<file path="config.mk">
export PLATFORM = sky130hd
export DESIGN_NAME = tcp_cfg_host_flat
export DESIGN_NICKNAME = d
export VERILOG_FILES = /design/src/hw/tcp_pkg.sv /design/src/hw/tcp_cfg_if.sv /design/src/hw/tcp_cfg_host.sv /design/src/flat_wrapper.sv
export SDC_FILE = /design/constraint.sdc
export NUM_CORES = 1
export LEC_CHECK = 0
export CORE_MARGIN = 3
export CORE_UTILIZATION = 55
export CTS_BUF_LIST = sky130_fd_sc_hd__clkbuf_2 sky130_fd_sc_hd__clkbuf_4 sky130_fd_sc_hd__clkbuf_8
export DETAILED_ROUTE_END_ITERATION = 7
export DONT_BUFFER_PORTS = 1
export GPL_TIMING_DRIVEN = 1
export PLACE_DENSITY = 0.7
export SYNTH_ARGS = -nofsm -noshare
export SYNTH_HDL_FRONTEND = slang
export SYNTH_SLANG_ARGS = --single-unit
export TNS_END_PERCENT = 30
</file>
<file path="constraint.sdc">
create_clock -name sys_clk -period 5.41 [get_ports sys_clk]
set_input_delay 0.2705 -clock sys_clk [delete_from_list [all_inputs] [get_ports sys_clk]]
set_output_delay 0.2705 -clock sys_clk [all_outputs]
set_load 0.005 [all_outputs]
</file>
<file path="src/hw/tcp_pkg.sv">
// Shared constants and types for the transceiver configuration port.
// Assumes both ends and the bench run on one clock, the configuration port clock.
package tcp_pkg;

	// ------------------------------------------------------------------
	// Port geometry
	// ------------------------------------------------------------------
	localparam int NUM_CH = 2;
	localparam int ADDR_W = 10;
	localparam int DATA_W = 16;
	localparam int DEPTH  = 1 << ADDR_W;

	// ------------------------------------------------------------------
	// Timing
	// ------------------------------------------------------------------
	localparam real CLK_PERIOD_NS       = 10.0;
	// Busy cycles the channel spends after taking an access, before ready.
	localparam int  DEF_ACCESS_LATENCY  = 2;
	// Longest wait for ready before the initiator gives up, in nanoseconds.
	localparam real TIMEOUT_NS          = 640.0;
	localparam int  DEF_TIMEOUT_CYCLES  = $rtoi(TIMEOUT_NS / CLK_PERIOD_NS);
	localparam int  CNT_W               = 16;

	// ------------------------------------------------------------------
	// Reset values
	// ------------------------------------------------------------------
	localparam logic [ADDR_W-1:0] RST_ADDR = 10'h000;
	localparam logic [DATA_W-1:0] RST_DATA = 16'h0000;
	localparam logic [CNT_W-1:0]  RST_CNT  = 16'h0000;

	// ------------------------------------------------------------------
	// Per-channel states
	// ------------------------------------------------------------------
	typedef enum logic [0:0] {
		TCP_IDLE = 1'b0,
		TCP_BUSY = 1'b1
	} tcp_state_t;

endpackage

</file>
<file path="src/hw/tcp_cfg_if.sv">
// Interface joining the initiating fabric logic to the configuration port.
// Assumes both parties are clocked by the same configuration port clock.
interface tcp_cfg_if;

	logic                        ch0_cfg_access_enable;
	logic                        ch0_cfg_write_select;
	logic [tcp_pkg::ADDR_W-1:0]  ch0_cfg_address;
	logic [tcp_pkg::DATA_W-1:0]  ch0_cfg_write_data;
	logic [tcp_pkg::DATA_W-1:0]  ch0_cfg_read_data;
	logic                        ch0_cfg_ready;
	logic                        ch1_cfg_access_enable;
	logic                        ch1_cfg_write_select;
	logic [tcp_pkg::ADDR_W-1:0]  ch1_cfg_address;
	logic [tcp_pkg::DATA_W-1:0]  ch1_cfg_write_data;
	logic [tcp_pkg::DATA_W-1:0]  ch1_cfg_read_data;
	logic                        ch1_cfg_ready;

	modport dev (
		input  ch0_cfg_access_enable,
		input  ch0_cfg_write_select,
		input  ch0_cfg_address,
		input  ch0_cfg_write_data,
		output ch0_cfg_read_data,
		output ch0_cfg_ready,
		input  ch1_cfg_access_enable,
		input  ch1_cfg_write_select,
		input  ch1_cfg_address,
		input  ch1_cfg_write_data,
		output ch1_cfg_read_data,
		output ch1_cfg_ready
	);

	modport usr (
		output ch0_cfg_access_enable,
		output ch0_cfg_write_select,
		output ch0_cfg_address,
		output ch0_cfg_write_data,
		input  ch0_cfg_read_data,
		input  ch0_cfg_ready,
		output ch1_cfg_access_enable,
		output ch1_cfg_write_select,
		output ch1_cfg_address,
		output ch1_cfg_write_data,
		input  ch1_cfg_read_data,
		input  ch1_cfg_ready
	);

endinterface

</file>
<file path="src/hw/tcp_cfg_host.sv">
// Initiating end of the configuration port: turns user requests into accesses.
// Assumes the device answers each access with one ready pulse on its channel.
// Each channel keeps one access in flight; a request offered while it is busy
// is dropped, not queued, so the user must wait for req_ready.
// A device that never answers is cut off by a timeout, so that a broken channel
// cannot hold its user forever.
module tcp_cfg_host #(
	parameter int TIMEOUT_CYCLES = tcp_pkg::DEF_TIMEOUT_CYCLES
) (
	input  wire logic                                          sys_clk,
	input  wire logic                                          rst_n,
	tcp_cfg_if.usr                                             cfg,
	input  wire logic [tcp_pkg::NUM_CH-1:0]                    req_valid,
	output logic      [tcp_pkg::NUM_CH-1:0]                    req_ready,
	input  wire logic [tcp_pkg::NUM_CH-1:0]                    req_write,
	input  wire logic [tcp_pkg::NUM_CH-1:0][tcp_pkg::ADDR_W-1:0] req_address,
	input  wire logic [tcp_pkg::NUM_CH-1:0][tcp_pkg::DATA_W-1:0] req_write_data,
	output logic      [tcp_pkg::NUM_CH-1:0]                    resp_valid,
	output logic      [tcp_pkg::NUM_CH-1:0]                    resp_was_write,
	output logic      [tcp_pkg::NUM_CH-1:0]                    resp_timeout,
	output logic      [tcp_pkg::NUM_CH-1:0][tcp_pkg::DATA_W-1:0] resp_read_data
);

	localparam int NC = tcp_pkg::NUM_CH;
	localparam int AW = tcp_pkg::ADDR_W;
	localparam int DW = tcp_pkg::DATA_W;
	// Last timer value before an access is given up.
	localparam logic [tcp_pkg::CNT_W-1:0] TIMER_LAST = tcp_pkg::CNT_W'(TIMEOUT_CYCLES - 1);

	if (TIMEOUT_CYCLES < 1 || TIMEOUT_CYCLES > 65535) begin : g_bad_timeout
		$error("TIMEOUT_CYCLES must lie between 1 and 65535");
	end

	// The timeout must outlast the device's answer, or every access would time out.
	if (TIMEOUT_CYCLES <= tcp_pkg::DEF_ACCESS_LATENCY + 1) begin : g_short_timeout
		$error("TIMEOUT_CYCLES must exceed the access latency plus one");
	end

	// The carrier wires exactly two channels by name.
	if (tcp_pkg::NUM_CH != 2) begin : g_bad_channels
		$error("NUM_CH must be 2 to match the carrier");
	end

	// ------------------------------------------------------------------
	// State
	// ------------------------------------------------------------------
	typedef struct packed {
		// Channel phase and the direction of the access in flight.
		tcp_pkg::tcp_state_t        state;
		logic                       write;
		// Cycles spent waiting for ready.
		logic [tcp_pkg::CNT_W-1:0]  timer;
		// Strobes and operands presented to the device.
		logic                       en;
		logic                       we;
		logic [AW-1:0]              addr;
		logic [DW-1:0]              wdata;
		// Response towards the user.
		logic                       rvalid;
		logic                       rtimeout;
		logic [DW-1:0]              rdata;
	} tcp_hch_t;

	typedef struct packed {
		tcp_hch_t [NC-1:0] ch;
	} tcp_hstate_t;

	tcp_hstate_t st_q;
	tcp_hstate_t st_d;

	// ------------------------------------------------------------------
	// Value after reset
	// ------------------------------------------------------------------
	// Strobes and responses start low; operands start at zero.
	localparam tcp_hch_t RST_CH = '{
		state:    tcp_pkg::TCP_IDLE,
		write:    1'b0,
		timer:    tcp_pkg::RST_CNT,
		en:       1'b0,
		we:       1'b0,
		addr:     tcp_pkg::RST_ADDR,
		wdata:    tcp_pkg::RST_DATA,
		rvalid:   1'b0,
		rtimeout: 1'b0,
		rdata:    tcp_pkg::RST_DATA
	};

	// ------------------------------------------------------------------
	// Port inputs gathered per channel
	// ------------------------------------------------------------------
	logic [NC-1:0]         rdy_i;
	logic [NC-1:0][DW-1:0] rdata_i;

	assign rdy_i   = {cfg.ch1_cfg_ready, cfg.ch0_cfg_ready};
	assign rdata_i = {cfg.ch1_cfg_read_data, cfg.ch0_cfg_read_data};

	// ------------------------------------------------------------------
	// Next state
	// ------------------------------------------------------------------
	always_comb begin
		st_d = st_q;
		for (int i = 0; i < NC; i++) begin
			// Enable is a strobe: whatever was launched last cycle drops now.
			st_d.ch[i].en     = 1'b0;
			st_d.ch[i].we     = 1'b0;
			st_d.ch[i].rvalid = 1'b0;
			unique case (st_q.ch[i].state)
				tcp_pkg::TCP_IDLE: begin
					// Operands are latched here and held until the next request.
					if (req_valid[i]) begin
						st_d.ch[i].state    = tcp_pkg::TCP_BUSY;
						st_d.ch[i].en       = 1'b1;
						st_d.ch[i].we       = req_write[i];
						st_d.ch[i].write    = req_write[i];
						st_d.ch[i].addr     = req_address[i];
						st_d.ch[i].wdata    = req_write_data[i];
						st_d.ch[i].timer    = tcp_pkg::RST_CNT;
					end
				end
				tcp_pkg::TCP_BUSY: begin
					if (rdy_i[i]) begin
						st_d.ch[i].state    = tcp_pkg::TCP_IDLE;
						st_d.ch[i].rvalid   = 1'b1;
						st_d.ch[i].rtimeout = 1'b0;
						// A write leaves the last read word in place.
						if (!st_q.ch[i].write) begin
							st_d.ch[i].rdata = rdata_i[i];
						end
					end else if (st_q.ch[i].timer == TIMER_LAST) begin
						// A channel that never answers must not lock the user out.
						st_d.ch[i].state    = tcp_pkg::TCP_IDLE;
						st_d.ch[i].rvalid   = 1'b1;
						st_d.ch[i].rtimeout = 1'b1;
					end else begin
						// The timer counts the cycles since the strobe went out.
						st_d.ch[i].timer = tcp_pkg::CNT_W'(st_q.ch[i].timer + 1'b1);
					end
				end
			endcase
		end
	end

	// ------------------------------------------------------------------
	// Registers, all on the one port clock
	// ------------------------------------------------------------------
	always_ff @(posedge sys_clk or negedge rst_n) begin
		if (!rst_n) begin
			// Reset clears the strobes at once, so no access leaks out while rst_n is low.
			for (int i = 0; i < NC; i++) begin
				st_q.ch[i] <= RST_CH;
			end
		end else begin
			st_q <= st_d;
		end
	end

	// ------------------------------------------------------------------
	// Port outputs
	// ------------------------------------------------------------------
	// Address and write data stay on the last access after the strobe ends,
	// so the device may sample them at any point of its busy time.
	logic [NC-1:0]         en_o;
	logic [NC-1:0]         we_o;
	logic [NC-1:0][AW-1:0] addr_o;
	logic [NC-1:0][DW-1:0] wdata_o;

	always_comb begin
		for (int i = 0; i < NC; i++) begin
			en_o[i]    = st_q.ch[i].en;
			we_o[i]    = st_q.ch[i].we;
			addr_o[i]  = st_q.ch[i].addr;
			wdata_o[i] = st_q.ch[i].wdata;
		end
	end

	assign cfg.ch0_cfg_access_enable = en_o[0];
	assign cfg.ch0_cfg_write_select  = we_o[0];
	assign cfg.ch0_cfg_address       = addr_o[0];
	assign cfg.ch0_cfg_write_data    = wdata_o[0];
	assign cfg.ch1_cfg_access_enable = en_o[1];
	assign cfg.ch1_cfg_write_select  = we_o[1];
	assign cfg.ch1_cfg_address       = addr_o[1];
	assign cfg.ch1_cfg_write_data    = wdata_o[1];

	// ------------------------------------------------------------------
	// User outputs
	// ------------------------------------------------------------------
	// A ready that arrives after the timeout has fired is dropped, because
	// the channel is idle again; a late answer cannot be told apart from
	// the next access, so the timeout should exceed the device latency.
	always_comb begin
		for (int i = 0; i < NC; i++) begin
			req_ready[i]      = (st_q.ch[i].state == tcp_pkg::TCP_IDLE);
			resp_valid[i]     = st_q.ch[i].rvalid;
			resp_was_write[i] = st_q.ch[i].write;
			resp_timeout[i]   = st_q.ch[i].rtimeout;
			resp_read_data[i] = st_q.ch[i].rdata;
		end
	end

endmodule // tcp_cfg_host

</file>
<file path="src/flat_wrapper.sv">
// flat-port wrapper written by rule: the top's interface ports become plain ports
module tcp_cfg_host_flat 
#(
	parameter int TIMEOUT_CYCLES = tcp_pkg::DEF_TIMEOUT_CYCLES
)
  (sys_clk, rst_n, req_valid, req_ready, req_write, req_address, req_write_data, resp_valid, resp_was_write, resp_timeout, resp_read_data, cfg_ch0_cfg_access_enable, cfg_ch0_cfg_write_select, cfg_ch0_cfg_address, cfg_ch0_cfg_write_data, cfg_ch0_cfg_read_data, cfg_ch0_cfg_ready, cfg_ch1_cfg_access_enable, cfg_ch1_cfg_write_select, cfg_ch1_cfg_address, cfg_ch1_cfg_write_data, cfg_ch1_cfg_read_data, cfg_ch1_cfg_ready);
  tcp_cfg_if cfg_i ();
  input  wire logic sys_clk;
  input  wire logic rst_n;
  input  wire logic [tcp_pkg::NUM_CH-1:0] req_valid;
  output logic      [tcp_pkg::NUM_CH-1:0] req_ready;
  input  wire logic [tcp_pkg::NUM_CH-1:0] req_write;
  input  wire logic [tcp_pkg::NUM_CH-1:0][tcp_pkg::ADDR_W-1:0] req_address;
  input  wire logic [tcp_pkg::NUM_CH-1:0][tcp_pkg::DATA_W-1:0] req_write_data;
  output logic      [tcp_pkg::NUM_CH-1:0] resp_valid;
  output logic      [tcp_pkg::NUM_CH-1:0] resp_was_write;
  output logic      [tcp_pkg::NUM_CH-1:0] resp_timeout;
  output logic      [tcp_pkg::NUM_CH-1:0][tcp_pkg::DATA_W-1:0] resp_read_data;
  output wire logic [$bits(cfg_i.ch0_cfg_access_enable)-1:0] cfg_ch0_cfg_access_enable;
  output wire logic [$bits(cfg_i.ch0_cfg_write_select)-1:0] cfg_ch0_cfg_write_select;
  output wire logic [$bits(cfg_i.ch0_cfg_address)-1:0] cfg_ch0_cfg_address;
  output wire logic [$bits(cfg_i.ch0_cfg_write_data)-1:0] cfg_ch0_cfg_write_data;
  input wire logic [$bits(cfg_i.ch0_cfg_read_data)-1:0] cfg_ch0_cfg_read_data;
  input wire logic [$bits(cfg_i.ch0_cfg_ready)-1:0] cfg_ch0_cfg_ready;
  output wire logic [$bits(cfg_i.ch1_cfg_access_enable)-1:0] cfg_ch1_cfg_access_enable;
  output wire logic [$bits(cfg_i.ch1_cfg_write_select)-1:0] cfg_ch1_cfg_write_select;
  output wire logic [$bits(cfg_i.ch1_cfg_address)-1:0] cfg_ch1_cfg_address;
  output wire logic [$bits(cfg_i.ch1_cfg_write_data)-1:0] cfg_ch1_cfg_write_data;
  input wire logic [$bits(cfg_i.ch1_cfg_read_data)-1:0] cfg_ch1_cfg_read_data;
  input wire logic [$bits(cfg_i.ch1_cfg_ready)-1:0] cfg_ch1_cfg_ready;
  assign cfg_ch0_cfg_access_enable = cfg_i.ch0_cfg_access_enable;
  assign cfg_ch0_cfg_write_select = cfg_i.ch0_cfg_write_select;
  assign cfg_ch0_cfg_address = cfg_i.ch0_cfg_address;
  assign cfg_ch0_cfg_write_data = cfg_i.ch0_cfg_write_data;
  assign cfg_i.ch0_cfg_read_data = cfg_ch0_cfg_read_data;
  assign cfg_i.ch0_cfg_ready = cfg_ch0_cfg_ready;
  assign cfg_ch1_cfg_access_enable = cfg_i.ch1_cfg_access_enable;
  assign cfg_ch1_cfg_write_select = cfg_i.ch1_cfg_write_select;
  assign cfg_ch1_cfg_address = cfg_i.ch1_cfg_address;
  assign cfg_ch1_cfg_write_data = cfg_i.ch1_cfg_write_data;
  assign cfg_i.ch1_cfg_read_data = cfg_ch1_cfg_read_data;
  assign cfg_i.ch1_cfg_ready = cfg_ch1_cfg_ready;
  tcp_cfg_host #(.TIMEOUT_CYCLES(TIMEOUT_CYCLES)) u_core (.sys_clk(sys_clk), .rst_n(rst_n), .cfg(cfg_i), .req_valid(req_valid), .req_ready(req_ready), .req_write(req_write), .req_address(req_address), .req_write_data(req_write_data), .resp_valid(resp_valid), .resp_was_write(resp_was_write), .resp_timeout(resp_timeout), .resp_read_data(resp_read_data));
endmodule
</file>
== Word level (Yosys, flattened, before mapping) ==
Index checks and enable logic that the tools add are counted.
W data, S select, Z words.

* Output and inout bits: 96
* Bits of input ports: 92
* Word-level logic and storage cells: 70
* Bits in registers: 128

* Multiplexer cells: 26
* Eq/ne operators: 8
* $add $sub $neg: 2
* Bitwise logic cells: 4
* Reductions and logical operators: 10

{| class="wikitable"
|+ Operators by type and width
! kind !! count
|-
| $mux W16 || 8
|-
| $mux W46 || 2
|-
| $pmux W16 S2 || 2
|-
| $mux W28 || 2
|-
| $mux W18 || 2
|-
| $add A16 B1 Y16 const B || 2
|-
| $eq A16 B6 Y1 const B || 2
|-
| $ne A2 B2 Y1 const B || 6
|-
| $reduce_and A3 Y1 || 4
|-
| $mux W2 || 4
|-
| $reduce_and A2 Y1 || 4
|-
| $mux W1 || 4
|-
| $not A1 Y1 || 4
|-
| $pmux W1 S2 || 2
|-
| $reduce_bool A2 Y1 || 2
|}

== Longest topological paths before layout ==
Gate-level depths: netlist (run 1).

* Depth in word-level cells: 4
* Depth in mapped cells: 7
* Mapped depth without buffers: 6

== Worst setup path after synthesis (run 1) ==
OpenSTA, ideal clock, no wires.

* Path type: reg2reg
* Start: reg u_core.st_q[46] (netlist bit)
* End: reg u_core.st_q[57] (netlist bit)
* Data arrival time: 1.648 ns
* Slack: 3.635 ns
* Buffers on the path: 0
* Required time: 5.284 ns
* Stages on the path, launching flop included: 7
* Setup time: 0.126 ns
* Clock period less this slack: 1.775 ns
* Cell sequence: dfrtp_1 ha_1 and4bb_1 and4_4 nor3_4 nor2_1 a221o_1

* Cells in the longest elaborated chain, start to end: 4
* Elaborated cells on any way between the ends: 7
* Classes of those cells: 1 x add/sub; 2 x eq/ne; 3 x mux; 1 x reduce/logical

{| class="wikitable"
|+ Ends and longest elaborated chain
! element !! RTL line !! RTL
|-
| start, declared || tcp_cfg_host.sv:68 || <nowiki>tcp_hstate_t st_q;</nowiki>
|-
| start signal, assigned || tcp_cfg_host.sv:153 || <nowiki>st_q <= st_d;</nowiki>
|-
| $add A16 B1 Y16 || tcp_cfg_host.sv:136 || <nowiki>st_d.ch[i].timer = tcp_pkg::CNT_W'(st_q.ch[i].timer + 1'b1);</nowiki>
|-
| $mux W16 || tcp_cfg_host.sv:129 || <nowiki>end else if (st_q.ch[i].timer == TIMER_LAST) begin</nowiki>
|-
| $mux W16 || tcp_cfg_host.sv:121 || <nowiki>if (rdy_i[i]) begin</nowiki>
|-
| $pmux W16 S2 || tcp_cfg_host.sv:107 || <nowiki>unique case (st_q.ch[i].state)</nowiki>
|}

Parallel ways exist; a longest one is shown, timed or not. The select of a mux whose other input is x is not followed.
A chain may end at the register's enable or synchronous reset.

== Worst setup path after layout (run 1) ==
* Start: reg u_core.st_q[63] (netlist bit)
* End: reg u_core.st_q[57] (netlist bit)

* Cells in the longest elaborated chain, start to end: 3
* Elaborated cells on any way between the ends: 6
* Classes of those cells: 3 x eq/ne; 1 x mux; 1 x bitwise; 1 x reduce/logical

{| class="wikitable"
|+ Ends and longest elaborated chain
! element !! RTL line !! RTL
|-
| $not A1 Y1 (no source line) * || n/a ||
|-
| named net req_ready (one bit) || flat_wrapper.sv:11 || <nowiki>output logic [tcp_pkg::NUM_CH-1:0] req_ready;</nowiki>
|-
| $ne A2 B2 Y1 (no source line) || n/a ||
|-
| $reduce_and A3 Y1 (no source line) || n/a ||
|}

Mark *: on every way through the listed nets, which the timed path passes. The rest lies on a longest branch.

==> key figures, run 1 <==
Timing
  • RSZ-0062 raised after global routing: no
  • Slew Limit Fails: 0
  • Skew final: 0.0120 ns
  • Final setup violation count: 0
  • Slew margin rel.: 41.4%
  • Slew @ Worst Pin: 0.877 ns
  • Fmax: 460 MHz
  • Total Neg Setup Slack: 0 ns
  • Final WS setup: 3.23 ns
  • Final period utilization: 40.2%
  • Hold_ws: 0.0219 ns
  • Min cycle time layout: 2.18 ns
  • Endpoints failing hold: 0

Drt
  • # DRC: 0
  • Vias/cell: 5.38
  • Routed vias: 3953
  • Avg WL per Cell: 17.6 um
  • Antenna-violating nets left: 0
  • Detailed Routing Iterations Pass 1: 5
  • WL final: 12900 um
  • Drt initial violations: 287

Die
  • Die Width: 109 um
  • Die area: 12000 um^2
  • Core area: 10400 um^2
  • Num ports: 188
  • # rows: 37
  • Initial Util: 56.8%
  • Die Y-Extent: 109 um

Clock tree
  • CTS tree: done
  • CTS max path bufs: 2
  • H-tree lvl count: 4
  • Clock root buffer: clkbuf_8
  • Clock tree sinks: 128
  • Clk slew on worst S/H paths: 0.08 ns
  • Clk_lat worst skew: 0.43 ns
  • Cts bufs inserted: 17
  • Setup bufs post-CTS: 0
  • CTS resizes: 0

Critical path
  • CP peak stage delay: 0.66 ns
  • Worst-case reg-to-reg path depth: 5
  • CP cell instances: inv_1 -> nand2_1 -> inv_1 -> nor2_1 -> a221o_1
  • Buf/Inv on CP: 2
  • Most Frequent Cell on Critical Path: inv_1
  • Worst Setup Path Type: reg -> reg
  • WP data arrival: 2.48 ns
  • Worst EP required: 5.71 ns
  • Worst-path fanout max: 30
  • Critical R2R Launch: u_core.st_q[63]
  • Worst reg2reg setup slack: 3.23 ns
  • CP startpoint kind: flip-flop
  • Reg2Reg Capture Point: u_core.st_q[57]
  • Critical Path Stages: 5
  • Slowest CP cell: inv_1
  • Worst Setup End Kind: flip-flop
  • Crit path max-delay family: buffers and inverters

Final layout
  • Register area: 3200 um^2
  • Ant. Diodes: 0
  • Synth-to-layout area growth: 14.0%
  • Multi-input gate area: 1880 um^2
  • Nets: 680
  • Layout fillers: 769
  • Share of cells above drive strength 1: 12.9%

Yosys
  • Number of flops mapped to enable cells by yosys: 0
  • Gate Count Post-Synth: 582
  • Mapped Nets: 676
  • Warnings from Yosys: 0
  • Async SR Flop Fraction: 100%
  • Post-synthesis sequential area ratio: 54.4%
  • Synth Cell Area: 5890 um^2
  • Yosys top cell area share: 54.4%
  • Top FF cell, synth: dfrtp_1
  • Synth area leader: dfrtp_1
  • Distinct cells, synth: 45
  • Synthesized flop and latch total: 128
  • Syn Area/Cell: 10.1 um^2
  • Ranking of synthesized cells by area: dfrtp_1, nand2_1, buf_4, mux2_2, mux2i_1

Global routing
  • Initial antenna violation count: 0
  • Vias in the first global route: 4002
  • First-pass GRT wire length: 19900 um
  • Total track usage: 21.6%
  • Grt total ovfl: 0
  • Largest net degree at the start of global routing: 129

Hold path
  • WHS Path Cells: 3
  • Hold_sp: cfg_ch0_cfg_ready
  • Min-Delay Endpoint: u_core.st_q[47]
  • Worst min-delay path class: in -> reg

Power and ir drop
  • Int Pwr: 1950 uW
  • Clock power share: 37.1%
  • Lkg Pwr: 0.00324 uW
  • Peak supply drop: 0.197 mV
  • Reg power frac: 49.6%
  • Logic pwr share: 13.3%
  • Switching Fraction: 27.4%
  • Psw: 735 uW
  • Pwr Density: 400 nW/um^2

Placed design
  • IO buf count: 0
  • Pre-CTS setup slack: 3.29 ns
  • Detailed Place HPWL: 7680 um
  • Gpl congestion: 0.767

Status
  • Status: finished clean

Flow run
  • Max Cap Viol: 0
## cells in the final DEF, fill, tap and decap left out, drive strengths merged, types with 2 or more instances in the layout
| master | instances |
|---|---|
| a21o | 3 |
| a21oi | 6 |
| and2 | 5 |
| and3 | 7 |
| and4 | 2 |
| buf | 3 |
| bufinv | 6 |
| clkbuf | 19 |
| clkinv | 4 |
| clkinvlp | 3 |
| dfrtp | 128 |
| dlygate4sd3 | 89 |
| ha | 2 |
| inv | 8 |
| mux2 | 33 |
| mux2i | 13 |
| nand2 | 189 |
| nand2b | 2 |
| nand3 | 21 |
| nand3b | 2 |
| nand4 | 3 |
| nor2 | 11 |
| nor3 | 5 |
| nor4 | 4 |
| o211ai | 6 |
| o21ai | 7 |
| o311ai | 2 |
| o31ai | 5 |
| o41ai | 2 |
| or4 | 2 |
## state kept, by name (all words and copies together), names as in the netlist
signal / flops
u_core.st_q: 34
u_core.resp_read_data: 32
u_core.cfg.ch0_cfg_write_data: 16
u_core.cfg.ch1_cfg_write_data: 16
u_core.cfg.ch0_cfg_address: 10
u_core.cfg.ch1_cfg_address: 10
u_core.resp_timeout: 2
u_core.resp_valid: 2
u_core.resp_was_write: 2
u_core.cfg.ch0_cfg_access_enable: 1
u_core.cfg.ch0_cfg_write_select: 1
u_core.cfg.ch1_cfg_access_enable: 1
u_core.cfg.ch1_cfg_write_select: 1
## how the worst max path moves through the flow
stage,to,start
after CTS,u_core.st_q[57],u_core.st_q[63]
final,u_core.st_q[57],u_core.st_q[63]
after global routing,u_core.st_q[57],u_core.st_q[63]
after floorplan,u_core.st_q[57],u_core.st_q[46]
after global placement,u_core.st_q[57],u_core.st_q[63]
after detailed placement,u_core.st_q[57],u_core.st_q[63]
## routing by layer
metal | share of wire [%] | vias up | track usage [%]
met5 | 0 | - | 0
met4 | 1.3 | 0 | 7.21
met1 | 39 | 1943 | 25.0
met3 | 8.7 | 18 | 7.46
met2 | 51 | 152 | 37.6
li1 | - | 1840 | -
## timing repair
item | in CTS | in global routing
endpoints found under the setup margin | 0 | 0
hold buffers | 90 | 0
hold endpoints to repair | 218 | 0
## cell usage after synthesis (all sizes together) (4+ instances only)
| cell type | n |
|---|---|
| mux2i | 13 |
| clkbuf | 7 |
| mux2 | 33 |
| nand3 | 21 |
| and3 | 7 |
| dfrtp | 128 |
| inv | 7 |
| a21oi | 6 |
| o31ai | 5 |
| nor4 | 4 |
| and2 | 5 |
| nand2 | 189 |
| o21ai | 7 |
| buf | 100 |
| nor3 | 5 |
| nor2 | 11 |
| o211ai | 6 |
## logic make-up (layout without fill, tap and decap cells)
family / Yosys count / count (layout) / share of synthesized area (%)
buffers and inverters: 115 / 132 / 13.6
adder cells (fa/ha/maj): 2 / 2 / 0.425
AO/OA/AOI/OAI: 35 / 35 / 4.23
multiplexers: 46 / 46 / 8.52
flip-flops: 128 / 128 / 54.4
AND/OR/NAND/NOR: 256 / 256 / 18.8
## worst register-to-register path: stages (launching register included)
cell	delay [ns]
dfrtp_1	0.43
inv_1	0.21
nand2_1	0.11
inv_1	0.66
nor2_1	0.23
a221o_1	0.41
## final cells by class
type	count	area share (%)
sequential	128	47.7
multi-input combinational	339	28.1
timing repair buffer	92	13.9
clock buffer	19	3.80
clock inverter	13	3.49
tap	136	2.54
inverter	8	0.448
## power groups by stage
| stage | logic [uW] | registers [uW] | clock network (uW) |
|---|---|---|---|
| 2_1_floorplan | 513 | 1250 | 0 |
| 3_5_place_dp | 275 | 1340 | 0 |
| 6_report | 355 | 1330 | 995 |
| 4_1_cts | 349 | 1320 | 1010 |
| 3_3_place_gp | 256 | 1330 | 0 |
| 5_1_grt | 399 | 1350 | 1060 |
## per-stage QoR
| step | instances | area (um^2) | util (%) | power, uW |
|---|---|---|---|---|
| 2_1_floorplan | 582 | 5890 | - | 1760 |
| 3_3_place_gp | 613 | 5300 | 51.1 | 1590 |
| 3_5_place_dp | 613 | 5300 | 51.1 | 1610 |
| 4_1_cts | 735 | 6710 | 64.7 | 2680 |
| 5_1_grt | 735 | 6710 | 64.7 | 2810 |
| 6_report | 735 | 6710 | 64.7 | 2680 |
(Power assumes the default switching activity.)
==> run 2: changes to the inputs <==
- clock period: 5.41 -> 2.15 ns (I/O delays scaled with it)
==> run 2 against run 1 <==
Compared with the run above:
- the flow now finishes with violations (negative hold slack)
- final cell count rose by 0.14%
- largest cell class unchanged
- critical path depth rose by 1
- flip-flop and latch count did not move
- highest routed layer unchanged
==> key figures, run 2 (synthesized netlist as in run 1, its figures left out) <==
Status
  • Status: finished with violations
  • Violated checks: negative hold slack

Global routing
  • First-pass GRT wire length: 20300 um (+2.3%)
  • Grt total ovfl: 0 (unchanged)
  • Initial antenna violation count: 0 (unchanged)
  • Vias in the first global route: 4044 (+1.0%)
  • Largest net degree at the start of global routing: 129 (unchanged)
  • Total track usage: 22.0% (+0.38 points)

Die
  • Die Width: 109 um (unchanged)
  • # rows: 37 (unchanged)
  • Core area: 10400 um^2 (unchanged)
  • Die Y-Extent: 109 um (unchanged)
  • Initial Util: 56.8% (unchanged)
  • Die area: 12000 um^2 (unchanged)
  • Num ports: 188 (unchanged)

Clock tree
  • CTS tree: done
  • Setup bufs post-CTS: 0 (unchanged)
  • CTS resizes: 0 (unchanged)
  • Cts bufs inserted: 17 (unchanged)
  • Clk slew on worst S/H paths: 0.08 ns (about the same)
  • H-tree lvl count: 4 (unchanged)
  • Clk_lat worst skew: 0.43 ns (about the same)
  • Hold buffer count at cts: 89 (-1.1%)
  • CTS max path bufs: 2 (unchanged)
  • Clock root buffer: clkbuf_8
  • Clock tree sinks: 128 (unchanged)

Final layout
  • Finished Cell Area: 6650 um^2 (-0.86%)
  • Ant. Diodes: 0 (unchanged)
  • Largest Register: u_core.st_q
  • Commonest non-fill, non-tap cell in the layout: nand2_1
  • Max reg flops: 34 (unchanged)
  • Commonest cells after routing, fill and taps aside: nand2_1, dfrtp_1, dlygate4sd3_1, mux2_2, nand3_1
  • Share of cells above drive strength 1: 13.0% (+0.15 points)
  • Synth-to-layout area growth: 13.0%
  • Fin cells: 736 (+0.14%)
  • Nets: 682 (+0.29%)

Timing
  • Hold_ws: -0.637 ns (-0.659 ns)
  • Final setup violation count: 0 (unchanged)
  • Skew final: 0.0111 ns (-0.000906 ns)
  • Slew @ Worst Pin: 0.833 ns (-0.0443 ns)
  • RSZ-0062 raised after global routing: no
  • Final period utilization: 91.9% (+52 points)
  • Total Neg Setup Slack: 0 ns (unchanged)
  • Slew Limit Fails: 0 (unchanged)
  • Min cycle time layout: 1.98 ns (-0.198 ns)
  • Endpoints failing hold: 128 (+128)
  • Fmax: 506 MHz (+10%)
  • Slew margin rel.: 44.3% (+3.0 points)

Placed design
  • IO buf count: 0 (unchanged)
  • Placed cell count: 616 (+0.49%)
  • Gpl congestion: 0.869 (+13%)
  • Detailed Place HPWL: 7740 um (+0.84%)
  • Dpl cell area: 5330 um^2 (+0.42%)

Flow run
  • Max Cap Viol: 0 (unchanged)

Drt
  • Antenna-violating nets left: 0 (unchanged)
  • Routed vias: 3939 (-0.35%)
  • WL final: 12900 um (-0.59%)
  • Avg WL per Cell: 17.5 um (-0.72%)
  • Vias/cell: 5.35 (-0.49%)
  • Drt initial violations: 273 (-4.9%)
  • # DRC: 0 (unchanged)
  • Detailed Routing Iterations Pass 1: 4 (-1)

Critical path
  • Buf/Inv on CP: 0 (-2)
  • CP cell instances: ha_1 -> and4bb_1 -> and4_4 -> nor3_4 -> nor2_1 -> a221o_1
  • Critical Path Stages: 6 (+1)
  • Worst Setup End Kind: flip-flop
  • Worst reg2reg setup slack: 0.17 ns (-3.06 ns)
  • Worst Setup Path Type: reg -> reg
  • CP startpoint kind: flip-flop
  • Worst-case reg-to-reg path depth: 6 (+1)
  • Worst-path fanout max: 7 (-77%)
  • CP peak stage delay: 0.43 ns (-0.23 ns)
  • WP data arrival: 2.29 ns (-0.19 ns)
  • Worst EP required: 2.46 ns (-3.25 ns)
  • Crit path max-delay family: simple AND/OR/NAND/NOR gates
  • Slowest CP cell: dfrtp_1

Power and ir drop
  • Peak supply drop: 0.479 mV (+140%)
  • Pwr Density: 966 nW/um^2 (+140%)
  • Lkg Pwr: 0.00322 uW (-0.62%)

Hold path
  • Worst min-delay path class: in -> async
## run 2: worst paths after layout
kind | end | startpoint
worst max-delay path | u_core.st_q[57] | u_core.st_q[46]
worst min-delay path | u_core.resp_read_data[22] | rst_n
worst max register to register | u_core.st_q[57] | u_core.st_q[46]
worst min register to register | u_core.st_q[61] | u_core.st_q[61]
max in group asynchronous | u_core.cfg.ch0_cfg_address[4] | rst_n
min in group sys_clk | u_core.st_q[54] | cfg_ch0_cfg_ready
## run 2: metrics by stage
stage / total power [uW] / util, % / setup slack, ns
5_1_grt: 6770 / 64.2 / 0.0704
4_1_cts: 6440 / 64.2 / 0.181
6_report: 6430 / 64.2 / 0.173
3_3_place_gp: 4000 / 51.4 / 0.266
3_5_place_dp: 4060 / 51.4 / 0.220
2_1_floorplan: 4430 / - / 0.375
## run 2: layout make-up
| class | count | area, um^2 |
|---|---|---|
| timing repair buffer | 94 | 928 |
| multi-input combinational | 339 | 1880 |
| fill | 779 | 3720 |
| sequential | 128 | 3200 |
| tap | 136 | 170 |
| inverter | 8 | 30.0 |
| clock inverter | 13 | 189 |
| clock buffer | 18 | 248 |
## run 2: power by group
group,switching (uW),internal [uW],leakage [uW],total [uW]
registers,436,2900,0.00161,3340
clock network,941,1290,0.000215,2230
logic,406,449,0.00139,855
total,1780,4640,0.00322,6430
## run 2: metal layers
layer | track usage, % | part of all wire [%]
met4 | 8.55 | 1.8
met2 | 37.4 | 50
met1 | 26.0 | 40
met5 | 0 | 0
met3 | 7.16 | 8.3
